--- src/logic/ebt_pkg.sv ---
// package for the eight-bit timer control block: map, fields, resets
package ebt_pkg;
    // register indices; the byte address is the index times four
    localparam logic [7:0] EBT_IDX_CTRL8 = 8'h00;
    localparam logic [7:0] EBT_IDX_COMMON = 8'h01;
    localparam logic [7:0] EBT_IDX_LOW8 = 8'h04;
    localparam logic [7:0] EBT_IDX_HIGH8 = 8'h05;
    localparam logic [7:0] EBT_IDX_LOW16 = 8'h06;
    localparam logic [7:0] EBT_IDX_STATUS = 8'h07;
    // eight_bit_control field positions
    localparam int EBT_B_RUN = 7;
    localparam int EBT_B_SINGLE = 6;
    localparam int EBT_B_TOUT = 5;
    localparam int EBT_B_PS_HI = 4;
    localparam int EBT_B_PS_LO = 3;
    localparam int EBT_B_CAP_IE = 2;
    localparam int EBT_B_TO_IE = 1;
    localparam int EBT_B_OUTSEL = 0;
    // common_timer_control field positions
    localparam int EBT_B_MODE = 7;
    localparam int EBT_B_PIN2 = 6;
    // reset values
    localparam logic [7:0] EBT_RST_CTRL8 = 8'h00;
    localparam logic [7:0] EBT_RST_COMMON = 8'h00;
    localparam logic [7:0] EBT_RST_HOLD = 8'h00;
    // bus answers
    localparam logic [1:0] EBT_RESP_OKAY = 2'h0;
    localparam logic [1:0] EBT_RESP_SLVERR = 2'h2;
    // counter phases, gray coded
    typedef enum logic [1:0] {
        EBT_IDLE = 2'b00,
        EBT_HIGH = 2'b01,
        EBT_LOW = 2'b11
    } ebt_phase_t;
    // pin-facing outputs travel together
    typedef struct packed {
        logic first_pin;
        logic second_pin;
        logic second_pin_oe;
        logic demod_from_second;
    } ebt_pins_t;
endpackage

--- src/logic/ebt_timer.sv ---
// eight-bit timer control, hold registers and axi4-lite slave
// Functional notes
// RULE1: run bit starts, stops, reads running state
// RULE2: bit six picks repeating or single pass
// RULE3: timeout flag reads one after timeout
// RULE4: writing one clears flag, zero keeps
// RULE5: prescale select divides clock by 1,2,4,8
// RULE6: capture interrupt when enabled in demodulation
// RULE7: timeout interrupt request when enabled
// RULE8: output select routes port or waveform
// RULE9: common bit seven selects transmit or demodulation
// RULE10: transmit, bit six zero keeps port output
// RULE11: bit six drives counter out or demod pin
// RULE12: high and low hold registers, read/write
// RULE13: wide low byte hold register, read/write
// RULE14: software stops counters before mode change
// RULE15: timeout enable bit1, output select bit0
//
// Design decision made here: the AXI4-Lite interface to the registers.
`timescale 1ns/1ps
`default_nettype none
module ebt_timer
    import ebt_pkg::*;
#(
    parameter int ADDR_W = 8
) (
    input wire logic aclk,
    input wire logic aresetn,
    input wire logic [ADDR_W-1:0] s_axi_awaddr,
    input wire logic s_axi_awvalid,
    output logic s_axi_awready,
    input wire logic [31:0] s_axi_wdata,
    input wire logic [3:0] s_axi_wstrb,
    input wire logic s_axi_wvalid,
    output logic s_axi_wready,
    output logic [1:0] s_axi_bresp,
    output logic s_axi_bvalid,
    input wire logic s_axi_bready,
    input wire logic [ADDR_W-1:0] s_axi_araddr,
    input wire logic s_axi_arvalid,
    output logic s_axi_arready,
    output logic [31:0] s_axi_rdata,
    output logic [1:0] s_axi_rresp,
    output logic s_axi_rvalid,
    input wire logic s_axi_rready,
    input wire logic port_out_first,
    input wire logic port_out_second,
    input wire logic wide_counter_out,
    input wire logic capture_event,
    output ebt_pins_t pins,
    output logic timeout_irq,
    output logic capture_irq
);
    // elaboration check: status index needs five address bits
    if (ADDR_W < 5) begin
        $error("ADDR_W too small for register map");
    end

    // register index from byte address
    function automatic logic [7:0] reg_index(input logic [ADDR_W-1:0] a);
        return 8'(a >> 2);
    endfunction

    // a word counts as mapped when its index is one of ours
    function automatic logic is_mapped(input logic [7:0] idx);
        return idx == EBT_IDX_CTRL8 || idx == EBT_IDX_COMMON || idx == EBT_IDX_LOW8
            || idx == EBT_IDX_HIGH8 || idx == EBT_IDX_LOW16 || idx == EBT_IDX_STATUS;
    endfunction

    logic [7:0] ctrl_reg;
    logic [7:0] common_reg;
    logic [7:0] low_hold_reg;
    logic [7:0] high_hold_reg;
    logic [7:0] wide_low_reg;
    logic [ADDR_W-1:0] aw_reg;
    logic aw_full_reg;
    logic [7:0] wd_reg;
    logic wd_strb_reg;
    logic wd_full_reg;
    logic bvalid_reg;
    logic [1:0] bresp_reg;
    logic rvalid_reg;
    logic [31:0] rdata_reg;
    logic [1:0] rresp_reg;
    logic [7:0] count_reg;
    logic [2:0] pre_reg;
    ebt_phase_t phase_reg;
    logic wave_reg;
    logic timeout_irq_reg;
    logic capture_irq_reg;

    // address and data are latched separately so either may come first
    assign s_axi_awready = !aw_full_reg && !bvalid_reg;
    assign s_axi_wready = !wd_full_reg && !bvalid_reg;
    assign s_axi_bvalid = bvalid_reg;
    assign s_axi_bresp = bresp_reg;
    assign s_axi_arready = !rvalid_reg;
    assign s_axi_rvalid = rvalid_reg;
    assign s_axi_rdata = rdata_reg;
    assign s_axi_rresp = rresp_reg;

    logic wr_fire;
    logic [7:0] wr_idx;
    assign wr_fire = aw_full_reg && wd_full_reg && !bvalid_reg;
    assign wr_idx = reg_index(aw_reg);

    // write-channel capture
    always_ff @(posedge aclk) begin
        if (!aresetn) begin
            aw_full_reg <= 1'b0;
            aw_reg <= '0;
            wd_full_reg <= 1'b0;
            wd_reg <= 8'h00;
            wd_strb_reg <= 1'b0;
        end else begin
            if (s_axi_awvalid && s_axi_awready) begin
                aw_full_reg <= 1'b1;
                aw_reg <= s_axi_awaddr;
            end else if (wr_fire) begin
                aw_full_reg <= 1'b0;
            end
            if (s_axi_wvalid && s_axi_wready) begin
                wd_full_reg <= 1'b1;
                wd_reg <= s_axi_wdata[7:0];
                wd_strb_reg <= s_axi_wstrb[0];
            end else if (wr_fire) begin
                wd_full_reg <= 1'b0;
            end
        end
    end

    // write response, slverr on unmapped word
    always_ff @(posedge aclk) begin
        if (!aresetn) begin
            bvalid_reg <= 1'b0;
            bresp_reg <= EBT_RESP_OKAY;
        end else if (wr_fire) begin
            bvalid_reg <= 1'b1;
            bresp_reg <= is_mapped(wr_idx) ? EBT_RESP_OKAY : EBT_RESP_SLVERR;
        end else if (s_axi_bready) begin
            bvalid_reg <= 1'b0;
        end
    end

    logic wr_ok;
    assign wr_ok = wr_fire && wd_strb_reg;

    logic tc_hit;
    logic tick;

    // eight_bit_control; the flag's set beats a same-cycle clear
    always_ff @(posedge aclk) begin
        if (!aresetn) begin
            ctrl_reg <= EBT_RST_CTRL8;
        end else begin
            if (wr_ok && wr_idx == EBT_IDX_CTRL8) begin
                // RULE1 RULE2 RULE5 run, style, prescale
                ctrl_reg[EBT_B_RUN] <= wd_reg[EBT_B_RUN];
                ctrl_reg[EBT_B_SINGLE] <= wd_reg[EBT_B_SINGLE];
                ctrl_reg[EBT_B_PS_HI:EBT_B_PS_LO] <= wd_reg[EBT_B_PS_HI:EBT_B_PS_LO];
                // RULE6 RULE15 enables and select
                ctrl_reg[EBT_B_CAP_IE] <= wd_reg[EBT_B_CAP_IE];
                ctrl_reg[EBT_B_TO_IE] <= wd_reg[EBT_B_TO_IE];
                ctrl_reg[EBT_B_OUTSEL] <= wd_reg[EBT_B_OUTSEL];
                // RULE4 write one clears
                if (wd_reg[EBT_B_TOUT]) begin
                    ctrl_reg[EBT_B_TOUT] <= 1'b0;
                end
            end
            // RULE3 timeout sets flag
            if (tc_hit) begin
                ctrl_reg[EBT_B_TOUT] <= 1'b1;
            end
            // RULE2 single pass stops at terminal count
            if (tc_hit && ctrl_reg[EBT_B_SINGLE]) begin
                ctrl_reg[EBT_B_RUN] <= 1'b0;
            end
        end
    end

    // common control and holds
    always_ff @(posedge aclk) begin
        if (!aresetn) begin
            common_reg <= EBT_RST_COMMON;
            low_hold_reg <= EBT_RST_HOLD;
            high_hold_reg <= EBT_RST_HOLD;
            wide_low_reg <= EBT_RST_HOLD;
        end else if (wr_ok) begin
            // RULE9 mode bit; RULE14 no guard against a running switch
            if (wr_idx == EBT_IDX_COMMON) begin
                common_reg[EBT_B_MODE] <= wd_reg[EBT_B_MODE];
                common_reg[EBT_B_PIN2] <= wd_reg[EBT_B_PIN2];
            end
            // RULE12 eight-bit holds
            if (wr_idx == EBT_IDX_LOW8) begin
                low_hold_reg <= wd_reg;
            end
            if (wr_idx == EBT_IDX_HIGH8) begin
                high_hold_reg <= wd_reg;
            end
            // RULE13 wide low byte
            if (wr_idx == EBT_IDX_LOW16) begin
                wide_low_reg <= wd_reg;
            end
        end
    end

    // read mux; reserved bits read zero
    function automatic logic [7:0] read_mux(input logic [7:0] idx);
        case (idx)
            EBT_IDX_CTRL8: return ctrl_reg;
            EBT_IDX_COMMON: return common_reg;
            EBT_IDX_LOW8: return low_hold_reg;
            EBT_IDX_HIGH8: return high_hold_reg;
            EBT_IDX_LOW16: return wide_low_reg;
            EBT_IDX_STATUS: return {6'h00, phase_reg};
            default: return 8'h00;
        endcase
    endfunction

    // read channel, answer one cycle after address
    always_ff @(posedge aclk) begin
        if (!aresetn) begin
            rvalid_reg <= 1'b0;
            rdata_reg <= 32'h0000_0000;
            rresp_reg <= EBT_RESP_OKAY;
        end else if (s_axi_arvalid && s_axi_arready) begin
            rvalid_reg <= 1'b1;
            rdata_reg <= {24'h00_0000, read_mux(reg_index(s_axi_araddr))};
            rresp_reg <= is_mapped(reg_index(s_axi_araddr)) ? EBT_RESP_OKAY
                                                            : EBT_RESP_SLVERR;
        end else if (s_axi_rready) begin
            rvalid_reg <= 1'b0;
        end
    end

    // RULE5 prescaler: tick every 1,2,4 or 8 clocks
    always_ff @(posedge aclk) begin
        if (!aresetn || !ctrl_reg[EBT_B_RUN]) begin
            pre_reg <= 3'h0;
        end else begin
            pre_reg <= pre_reg + 3'h1;
        end
    end
    always_comb begin
        case (ctrl_reg[EBT_B_PS_HI:EBT_B_PS_LO])
            2'h0: tick = 1'b1;
            2'h1: tick = pre_reg[0];
            2'h2: tick = &pre_reg[1:0];
            default: tick = &pre_reg;
        endcase
    end

    // terminal count ends each low phase; a wave period is high then low
    assign tc_hit = ctrl_reg[EBT_B_RUN] && tick && phase_reg == EBT_LOW && count_reg == 8'h00;

    // RULE1 counter runs only while run bit set
    always_ff @(posedge aclk) begin
        if (!aresetn) begin
            phase_reg <= EBT_IDLE;
            count_reg <= 8'h00;
            wave_reg <= 1'b0;
        end else if (!ctrl_reg[EBT_B_RUN]) begin
            phase_reg <= EBT_IDLE;
            wave_reg <= 1'b0;
        end else if (tick) begin
            case (phase_reg)
                EBT_IDLE: begin
                    phase_reg <= EBT_HIGH;
                    count_reg <= high_hold_reg;
                    wave_reg <= 1'b1;
                end
                EBT_HIGH: begin
                    if (count_reg == 8'h00) begin
                        phase_reg <= EBT_LOW;
                        count_reg <= low_hold_reg;
                        wave_reg <= 1'b0;
                    end else begin
                        count_reg <= count_reg - 8'h01;
                    end
                end
                EBT_LOW: begin
                    // RULE2 repeating reloads, single pass idles
                    if (count_reg == 8'h00) begin
                        phase_reg <= ctrl_reg[EBT_B_SINGLE] ? EBT_IDLE : EBT_HIGH;
                        count_reg <= high_hold_reg;
                        wave_reg <= !ctrl_reg[EBT_B_SINGLE];
                    end else begin
                        count_reg <= count_reg - 8'h01;
                    end
                end
                default: phase_reg <= EBT_IDLE;
            endcase
        end
    end

    // interrupt request pulses
    always_ff @(posedge aclk) begin
        if (!aresetn) begin
            timeout_irq_reg <= 1'b0;
            capture_irq_reg <= 1'b0;
        end else begin
            // RULE7 timeout request
            timeout_irq_reg <= tc_hit && ctrl_reg[EBT_B_TO_IE];
            // RULE6 capture only in demodulation mode
            capture_irq_reg <= capture_event && ctrl_reg[EBT_B_CAP_IE]
                               && common_reg[EBT_B_MODE];
        end
    end
    assign timeout_irq = timeout_irq_reg;
    assign capture_irq = capture_irq_reg;

    // pin routing; pin-two drive only in transmit mode
    always_comb begin
        // RULE8 first pin route
        pins.first_pin = ctrl_reg[EBT_B_OUTSEL] ? wave_reg : port_out_first;
        // RULE10 RULE11 second pin route
        pins.second_pin = (common_reg[EBT_B_PIN2] && !common_reg[EBT_B_MODE])
                          ? (wave_reg | wide_counter_out) : port_out_second;
        pins.second_pin_oe = !common_reg[EBT_B_MODE];
        pins.demod_from_second = common_reg[EBT_B_MODE] && common_reg[EBT_B_PIN2];
    end

    // a_flag_sets: timeout always lands in flag
    a_flag_sets: assert property (@(posedge aclk) disable iff (!aresetn) // RULE3
        tc_hit |=> ctrl_reg[EBT_B_TOUT]) else $error("timeout flag not set");
    a_flag_clear: assert property (@(posedge aclk) disable iff (!aresetn) // RULE4
        wr_ok && wr_idx == EBT_IDX_CTRL8 && wd_reg[EBT_B_TOUT] && !tc_hit
        |=> !ctrl_reg[EBT_B_TOUT]) else $error("flag clear failed");
    a_single_stops: assert property (@(posedge aclk) disable iff (!aresetn) // RULE2
        tc_hit && ctrl_reg[EBT_B_SINGLE] |=> !ctrl_reg[EBT_B_RUN])
        else $error("single pass kept running");
    a_run_write: assert property (@(posedge aclk) disable iff (!aresetn) // RULE1
        wr_ok && wr_idx == EBT_IDX_CTRL8 && !tc_hit
        |=> ctrl_reg[EBT_B_RUN] == $past(wd_reg[EBT_B_RUN])) else $error("run bit wrong");
    a_to_irq: assert property (@(posedge aclk) disable iff (!aresetn) // RULE7
        timeout_irq |-> $past(tc_hit) && $past(ctrl_reg[EBT_B_TO_IE]))
        else $error("spurious timeout irq");
    a_cap_irq: assert property (@(posedge aclk) disable iff (!aresetn) // RULE6
        capture_irq |-> $past(common_reg[EBT_B_MODE]) && $past(ctrl_reg[EBT_B_CAP_IE]))
        else $error("spurious capture irq");
    a_first_route: assert property (@(posedge aclk) disable iff (!aresetn) // RULE8
        !ctrl_reg[EBT_B_OUTSEL] |-> pins.first_pin == port_out_first)
        else $error("first pin misrouted");
    a_second_port: assert property (@(posedge aclk) disable iff (!aresetn) // RULE10
        !common_reg[EBT_B_MODE] && !common_reg[EBT_B_PIN2]
        |-> pins.second_pin == port_out_second) else $error("second pin misrouted");
    a_hold_write: assert property (@(posedge aclk) disable iff (!aresetn) // RULE12
        wr_ok && wr_idx == EBT_IDX_HIGH8 |=> high_hold_reg == $past(wd_reg))
        else $error("high hold not written");
    a_wide_write: assert property (@(posedge aclk) disable iff (!aresetn) // RULE13
        wr_ok && wr_idx == EBT_IDX_LOW16 |=> wide_low_reg == $past(wd_reg))
        else $error("wide low not written");
    c_timeout: cover property (@(posedge aclk) tc_hit);
    c_single: cover property (@(posedge aclk) tc_hit && ctrl_reg[EBT_B_SINGLE]);
    c_capture: cover property (@(posedge aclk) capture_irq);
endmodule
`default_nettype wire

--- config.mk ---
export PLATFORM = sky130hd
export DESIGN_NAME = ebt_timer
export DESIGN_NICKNAME = d
export VERILOG_FILES = /design/src/logic/ebt_pkg.sv /design/src/logic/ebt_timer.sv
export SDC_FILE = /design/constraint.sdc
export NUM_CORES = 1
export LEC_CHECK = 0
export BUFFER_PORTS_ARGS = -buffer_cell sky130_fd_sc_hd__buf_2
export CORE_UTILIZATION = 51
export CTS_BUF_LIST = sky130_fd_sc_hd__clkbuf_8
export DETAILED_ROUTE_END_ITERATION = 10
export GPL_ROUTABILITY_DRIVEN = 0
export GPL_TIMING_DRIVEN = 0
export PLACE_DENSITY = 0.78
export SLEW_MARGIN = 20
export SYNTH_ARGS = -nofsm -noshare
export SYNTH_HDL_FRONTEND = slang
export SYNTH_SLANG_ARGS = --single-unit
export TNS_END_PERCENT = 10
--- constraint.sdc ---
create_clock -name aclk -period 3.8 [get_ports aclk]
set_clock_uncertainty 0.05 [all_clocks]
set_input_delay 0 -clock aclk [delete_from_list [all_inputs] [get_ports aclk]]
set_output_delay 0 -clock aclk [all_outputs]
set_load 0.01 [all_outputs]
# == Yosys cells after proc, flatten, opt, wreduce, memory -nomap -nowiden ==
# Cells that the tools add are included.
# classes
reduce_logical,61
n_bitwise,2
mux,26
eq_ne,16
n_addsub,2
# op_table
op,count
== test 6 x 3 -> 1 bit (second input constant),8
case mux 8 bit (6 select lines),1
logical NOT 8 bit,3
case mux 8 bit (3 select lines),1
logical AND 1 bit,18
2-to-1 mux 8 bit,2
2-to-1 mux 1 bit,14
AND reduction 2 bit,7
== test 6 x 1 -> 1 bit (second input constant),2
nonzero test 2 bit,6
logical OR 1 bit,11
AND reduction 3 bit,3
logical NOT 1 bit,8
2-to-1 mux 2 bit,4
subtractor 8 x 1 -> 8 bit (second input constant),1
2-to-1 mux 6 bit,1
case mux 1 bit (3 select lines),2
case mux 2 bit (3 select lines),1
== test 2 x 1 -> 1 bit (second input constant),2
== test 2 bit (second input constant),2
logical NOT 2 bit,2
AND reduction 4 bit,1
adder 3 x 1 -> 3 bit (second input constant),1
nonzero test 3 bit,1
5 further kinds,5
# word_totals
elab_cells,130
out_inout_bits,47
inputBits,63
ff_bits,83

# == Depth between registers and ports, before layout ==
# depth
depth_word,7
depth_mapped,7
mapped_depth_nobuf,6

# == Worst setup path before layout ==
# Ideal clock, no wire load.
# synth_timing
kind,reg-to-reg
start,register pre_reg[0]
end,register count_reg[0]
arrival_ns,1.759
path_buffers,1
path_slack_ns,1.921
stages_incl_launch_ff,8
required_ns,3.680
setup_time_ns,0.070
cell_sequence,dfxtp_1 ha_1 ha_1 mux2i_1 a2111oi_2 clkbuf_1 o21ai_0 a21oi_1
# synth_between
elab_chain_cells,3
word_cells_on_any_way,4
classes_between,mux: 1; reduce/logical: 3
# synth_rtl
element,line,text
from (decl),ebt_timer.sv:86,logic [2:0] pre_reg;
from (signal assigned),ebt_timer.sv:242,pre_reg <= pre_reg + 3'h1;
AND reduction 3 bit or AND reduction 2 bit (tied branches),"ebt_timer.sv:250, ebt_timer.sv:249",
case mux 1 bit (3 select lines) *,ebt_timer.sv:246,case (ctrl_reg[EBT_B_PS_HI:EBT_B_PS_LO])
AND reduction 3 bit (no source line) *,-,
to (signal assigned),ebt_timer.sv:270,count_reg <= high_hold_reg;
to (signal assigned),ebt_timer.sv:276,count_reg <= low_hold_reg;
to (signal assigned),ebt_timer.sv:279,count_reg <= count_reg - 8'h01;
to (decl),ebt_timer.sv:85,logic [7:0] count_reg;
# Mark *: on every way between the ends. The rest lies on a longest branch, timed or not.
# A chain may end at the register's enable or synchronous reset.

# == Worst setup path after layout ==
# layout_timing
start,register pre_reg[0]
end,register count_reg[2]
# Same word-level chain as after synthesis.

==> results.json <==
{
  "cpPeakStageDelay_ps": 760,
  "maxCapViolations": 0,
  "synth-compound-area-share": 0.140,
  "r2r_cells": 7,
  "final_cells": 652,
  "leakage_nw": 1.96,
  "start_util": 0.534,
  "cts_root_buffer": "clkbuf_8",
  "syn_to_final_growth_pct": 22.5,
  "syn_avg_cell_area_um2": 8.94,
  "peakVddDrop_mv": 0.247,
  "synth_seq_cells": 79,
  "wl_per_cell_um": 15.1,
  "io_buffers": 51,
  "clk_pin_slew_ps": 80,
  "power_mw": 1.68,
  "grt_antenna_before_repair": 0,
  "diodes": 0,
  "finalSetupTns_ps": 0,
  "period_share": 0.617,
  "timing.fmax_mhz": 427,
  "hold_viol": 0,
  "yosys.area.top_type": "dfxtp_1",
  "row_count": 31,
  "cp-end-kind": "flop",
  "status": "completed",
  "ant_nets": 0,
  "path_cells": "ha_1 > ha_1 > mux2i_1 > a2111oi_2 > clkbuf_1 > o21ai_0 > a21oi_1",
  "drcViolationCount": 0,
  "synth_xor_area_frac": 0.00668,
  "synth_edf_count": 0,
  "synthTopCellsByArea": "dfxtp_1 (40%), mux2i_1 (14%), buf_4 (5.0%)",
  "die_w_um": 89.8,
  "ctsResizeCount": 0,
  "first_global_vias": 3394,
  "syn-cell-area_mm2": 0.00393,
  "nFillCells": 618,
  "cp_max_fo": 10,
  "clkSinkCount": 79,
  "maxSlewViolCount": 0,
  "drt_iter0_drc": 177,
  "dp_hpwl_um": 7040,
  "async_reset_ff_frac": 0,
  "finalCriticalPeriod_ps": 2340,
  "cts_tree": "done",
  "fin_nets": 615,
  "grt_max_degree": 14,
  "worstSetupPathType": "flop to flop",
  "cp_common_cell": "ha_1",
  "synth-adder-area-share": 0.0127,
  "holdWs_ps": 58.9,
  "routed_wl_um": 9840,
  "powerDensity_mw_per_mm2": 348,
  "placed_cell_area_mm2": 0.00441,
  "cts_buffer_depth": 2,
  "viasPerCell": 5.36,
  "ys_warn_count": 0,
  "synthCells": 440,
  "fin_ws_ps": 1460,
  "setup_viol": 0,
  "synth-main-ff-cell": "dfxtp_1",
  "worstSetupStartpoint": "pre_reg[0]$_SDFF_PN0_",
  "tightest_slew_ps": 884,
  "holdPathStages": 3,
  "ys_seq_area_frac": 0.402,
  "dieArea_mm2": 0.00807,
  "drive_gt1_frac": 0.195,
  "rrSetupSlack_ps": 1460,
  "cp_slowest_cell": "a2111oi_2",
  "cts-buffers-inserted": 9,
  "worstPathArrival_ps": 2580,
  "slew_headroom": 0.405,
  "synth_top_family_by_area": "simple AND/OR/NAND/NOR gates",
  "grt_pass1_wl_um": 16100,
  "pre_cts_ws_ps": 1470,
  "dp_cells": 615,
  "r2r-start": "pre_reg[0]$_SDFF_PN0_",
  "required_ps": 4040,
  "synth_top_area_frac": 0.402,
  "num_vias": 3494,
  "cp-start-kind": "flop",
  "ioPinCount": 110,
  "worstHoldStart": "s_axi_araddr[3]",
  "synthMuxAreaShare": 0.160,
  "overflow": 0,
  "multiInputGateArea_mm2": 0.00212,
  "ff_latch_area_mm2": 0.00158,
  "final_util": 0.653,
  "synth_cell_types": 58,
  "finalInstanceArea_mm2": 0.00482,
  "fp.dieH_um": 89.8,
  "ctsHtreeMaxLevel": 3,
  "drt_pass1_iterations": 5,
  "yosys.area_share.simple": 0.196,
  "grtUsageTotal": 0.252,
  "rsz0062_at_grt": "false",
  "holdPathEnd": "s_axi_rresp[1]$_SDFFE_PN0P_",
  "core_mm2": 0.00737,
  "r2r_end": "count_reg[2]$_SDFFE_PN0P_",
  "clk_latency_ps": 360,
  "worstHoldPathType": "input pin to flop"
}
[report_power, final]
group	switching, mW	leakage (nW)	internal (mW)
combinational	0.0921	1.22	0.0815
clock	0.318	0.105	0.319
sequential	0.0213	0.640	0.845
total	0.431	1.96	1.25
[what timing repair did]
item,CTS,global route
setup buffers,0,0
hold buffers,21,0
hold endpoints to repair,22,0
[Yosys cell counts, types with 3 or more instances]
master / number
clkbuf_1: 16
nand2_1: 52
buf_1: 3
nand2b_1: 4
nor4_1: 3
and3_1: 4
a31oi_1: 10
and2_1: 3
nor3b_1: 3
ha_1: 4
o21ai_0: 24
mux2i_1: 56
a22oi_1: 6
inv_1: 9
nor3_1: 4
o21ai_1: 5
buf_4: 26
a21oi_1: 22
o2bb2ai_1: 4
nor2b_1: 6
nor2_1: 42
dfxtp_1: 79
nor4_4: 4
nand3_1: 7
[layout make-up]
cell class	count	area share
clock inverter	6	0.0130
sequential	79	0.328
inverter	11	0.00857
clock buffer	10	0.0286
multi-input combinational	328	0.440
buffer	47	0.0587
tap	99	0.0257
timing repair buffer	72	0.0966
[how the worst max path moves through the flow]
stage | to | slack (ps) | depth (start not counted)
2_1_floorplan | count_reg[0]$_SDFFE_PN0P_ | 1920 | 7
3_3_place_gp | count_reg[0]$_SDFFE_PN0P_ | 1540 | 7
3_5_place_dp | count_reg[0]$_SDFFE_PN0P_ | 1470 | 7
4_1_cts | count_reg[0]$_SDFFE_PN0P_ | 1450 | 7
5_1_grt | count_reg[2]$_SDFFE_PN0P_ | 1220 | 7
6_report | count_reg[2]$_SDFFE_PN0P_ | 1460 | 7
[critical path, delay by kind of cell, from the launching register on]
kind                       cells  cell delay [ps]
DFF                            1              360
adders and majority gates      2              330
muxes                          1              110
AOI/OAI and AO/OA              3             1030
buffers and inverters          1              390
[cells in the final DEF (no fill, tap or decap), types with 3 or more instances in the layout]
cell type | netlist | final
and3_1 | 4 | 4
a21oi_1 | 22 | 22
nand3_1 | 7 | 7
nand2b_1 | 4 | 4
nor4_4 | 4 | 4
mux2i_1 | 56 | 56
inv_1 | 9 | 11
ha_1 | 4 | 4
nor2b_1 | 6 | 6
buf_4 | 26 | 26
nor3b_1 | 3 | 3
and2_1 | 3 | 3
o21ai_1 | 5 | 5
o2bb2ai_1 | 4 | 4
nand2_1 | 52 | 52
nor4_1 | 3 | 3
nor2_1 | 42 | 42
a22oi_1 | 6 | 6
a31oi_1 | 10 | 10
dfxtp_1 | 79 | 79
clkbuf_8 | 0 | 10
clkbuf_1 | 16 | 16
buf_2 | 1 | 52
buf_1 | 3 | 3
dlygate4sd3_1 | 0 | 21
o21ai_0 | 24 | 24
nor3_1 | 4 | 4
conb_1 | 1 | 26
[layer usage]
layer  track usage  part of all wire  vias up
met5             0                 0        -
met1         0.306              0.44     1622
met4         0.128             0.027        0
met2         0.428              0.48      133
li1              -                 -     1717
met3        0.0406             0.056       22
[kinds of logic after synthesis]
| group | count (synthesis) |
|---|---|
| AOI/OAI and AO/OA | 88 |
| xor gates and xnor gates | 3 |
| adders and majority gates | 4 |
| buffers and inverters | 58 |
| DFF | 79 |
| muxes | 60 |
| other | 1 |
| and+or+nand+nor | 147 |
Note: power is estimated with default switching activity, not from simulation.
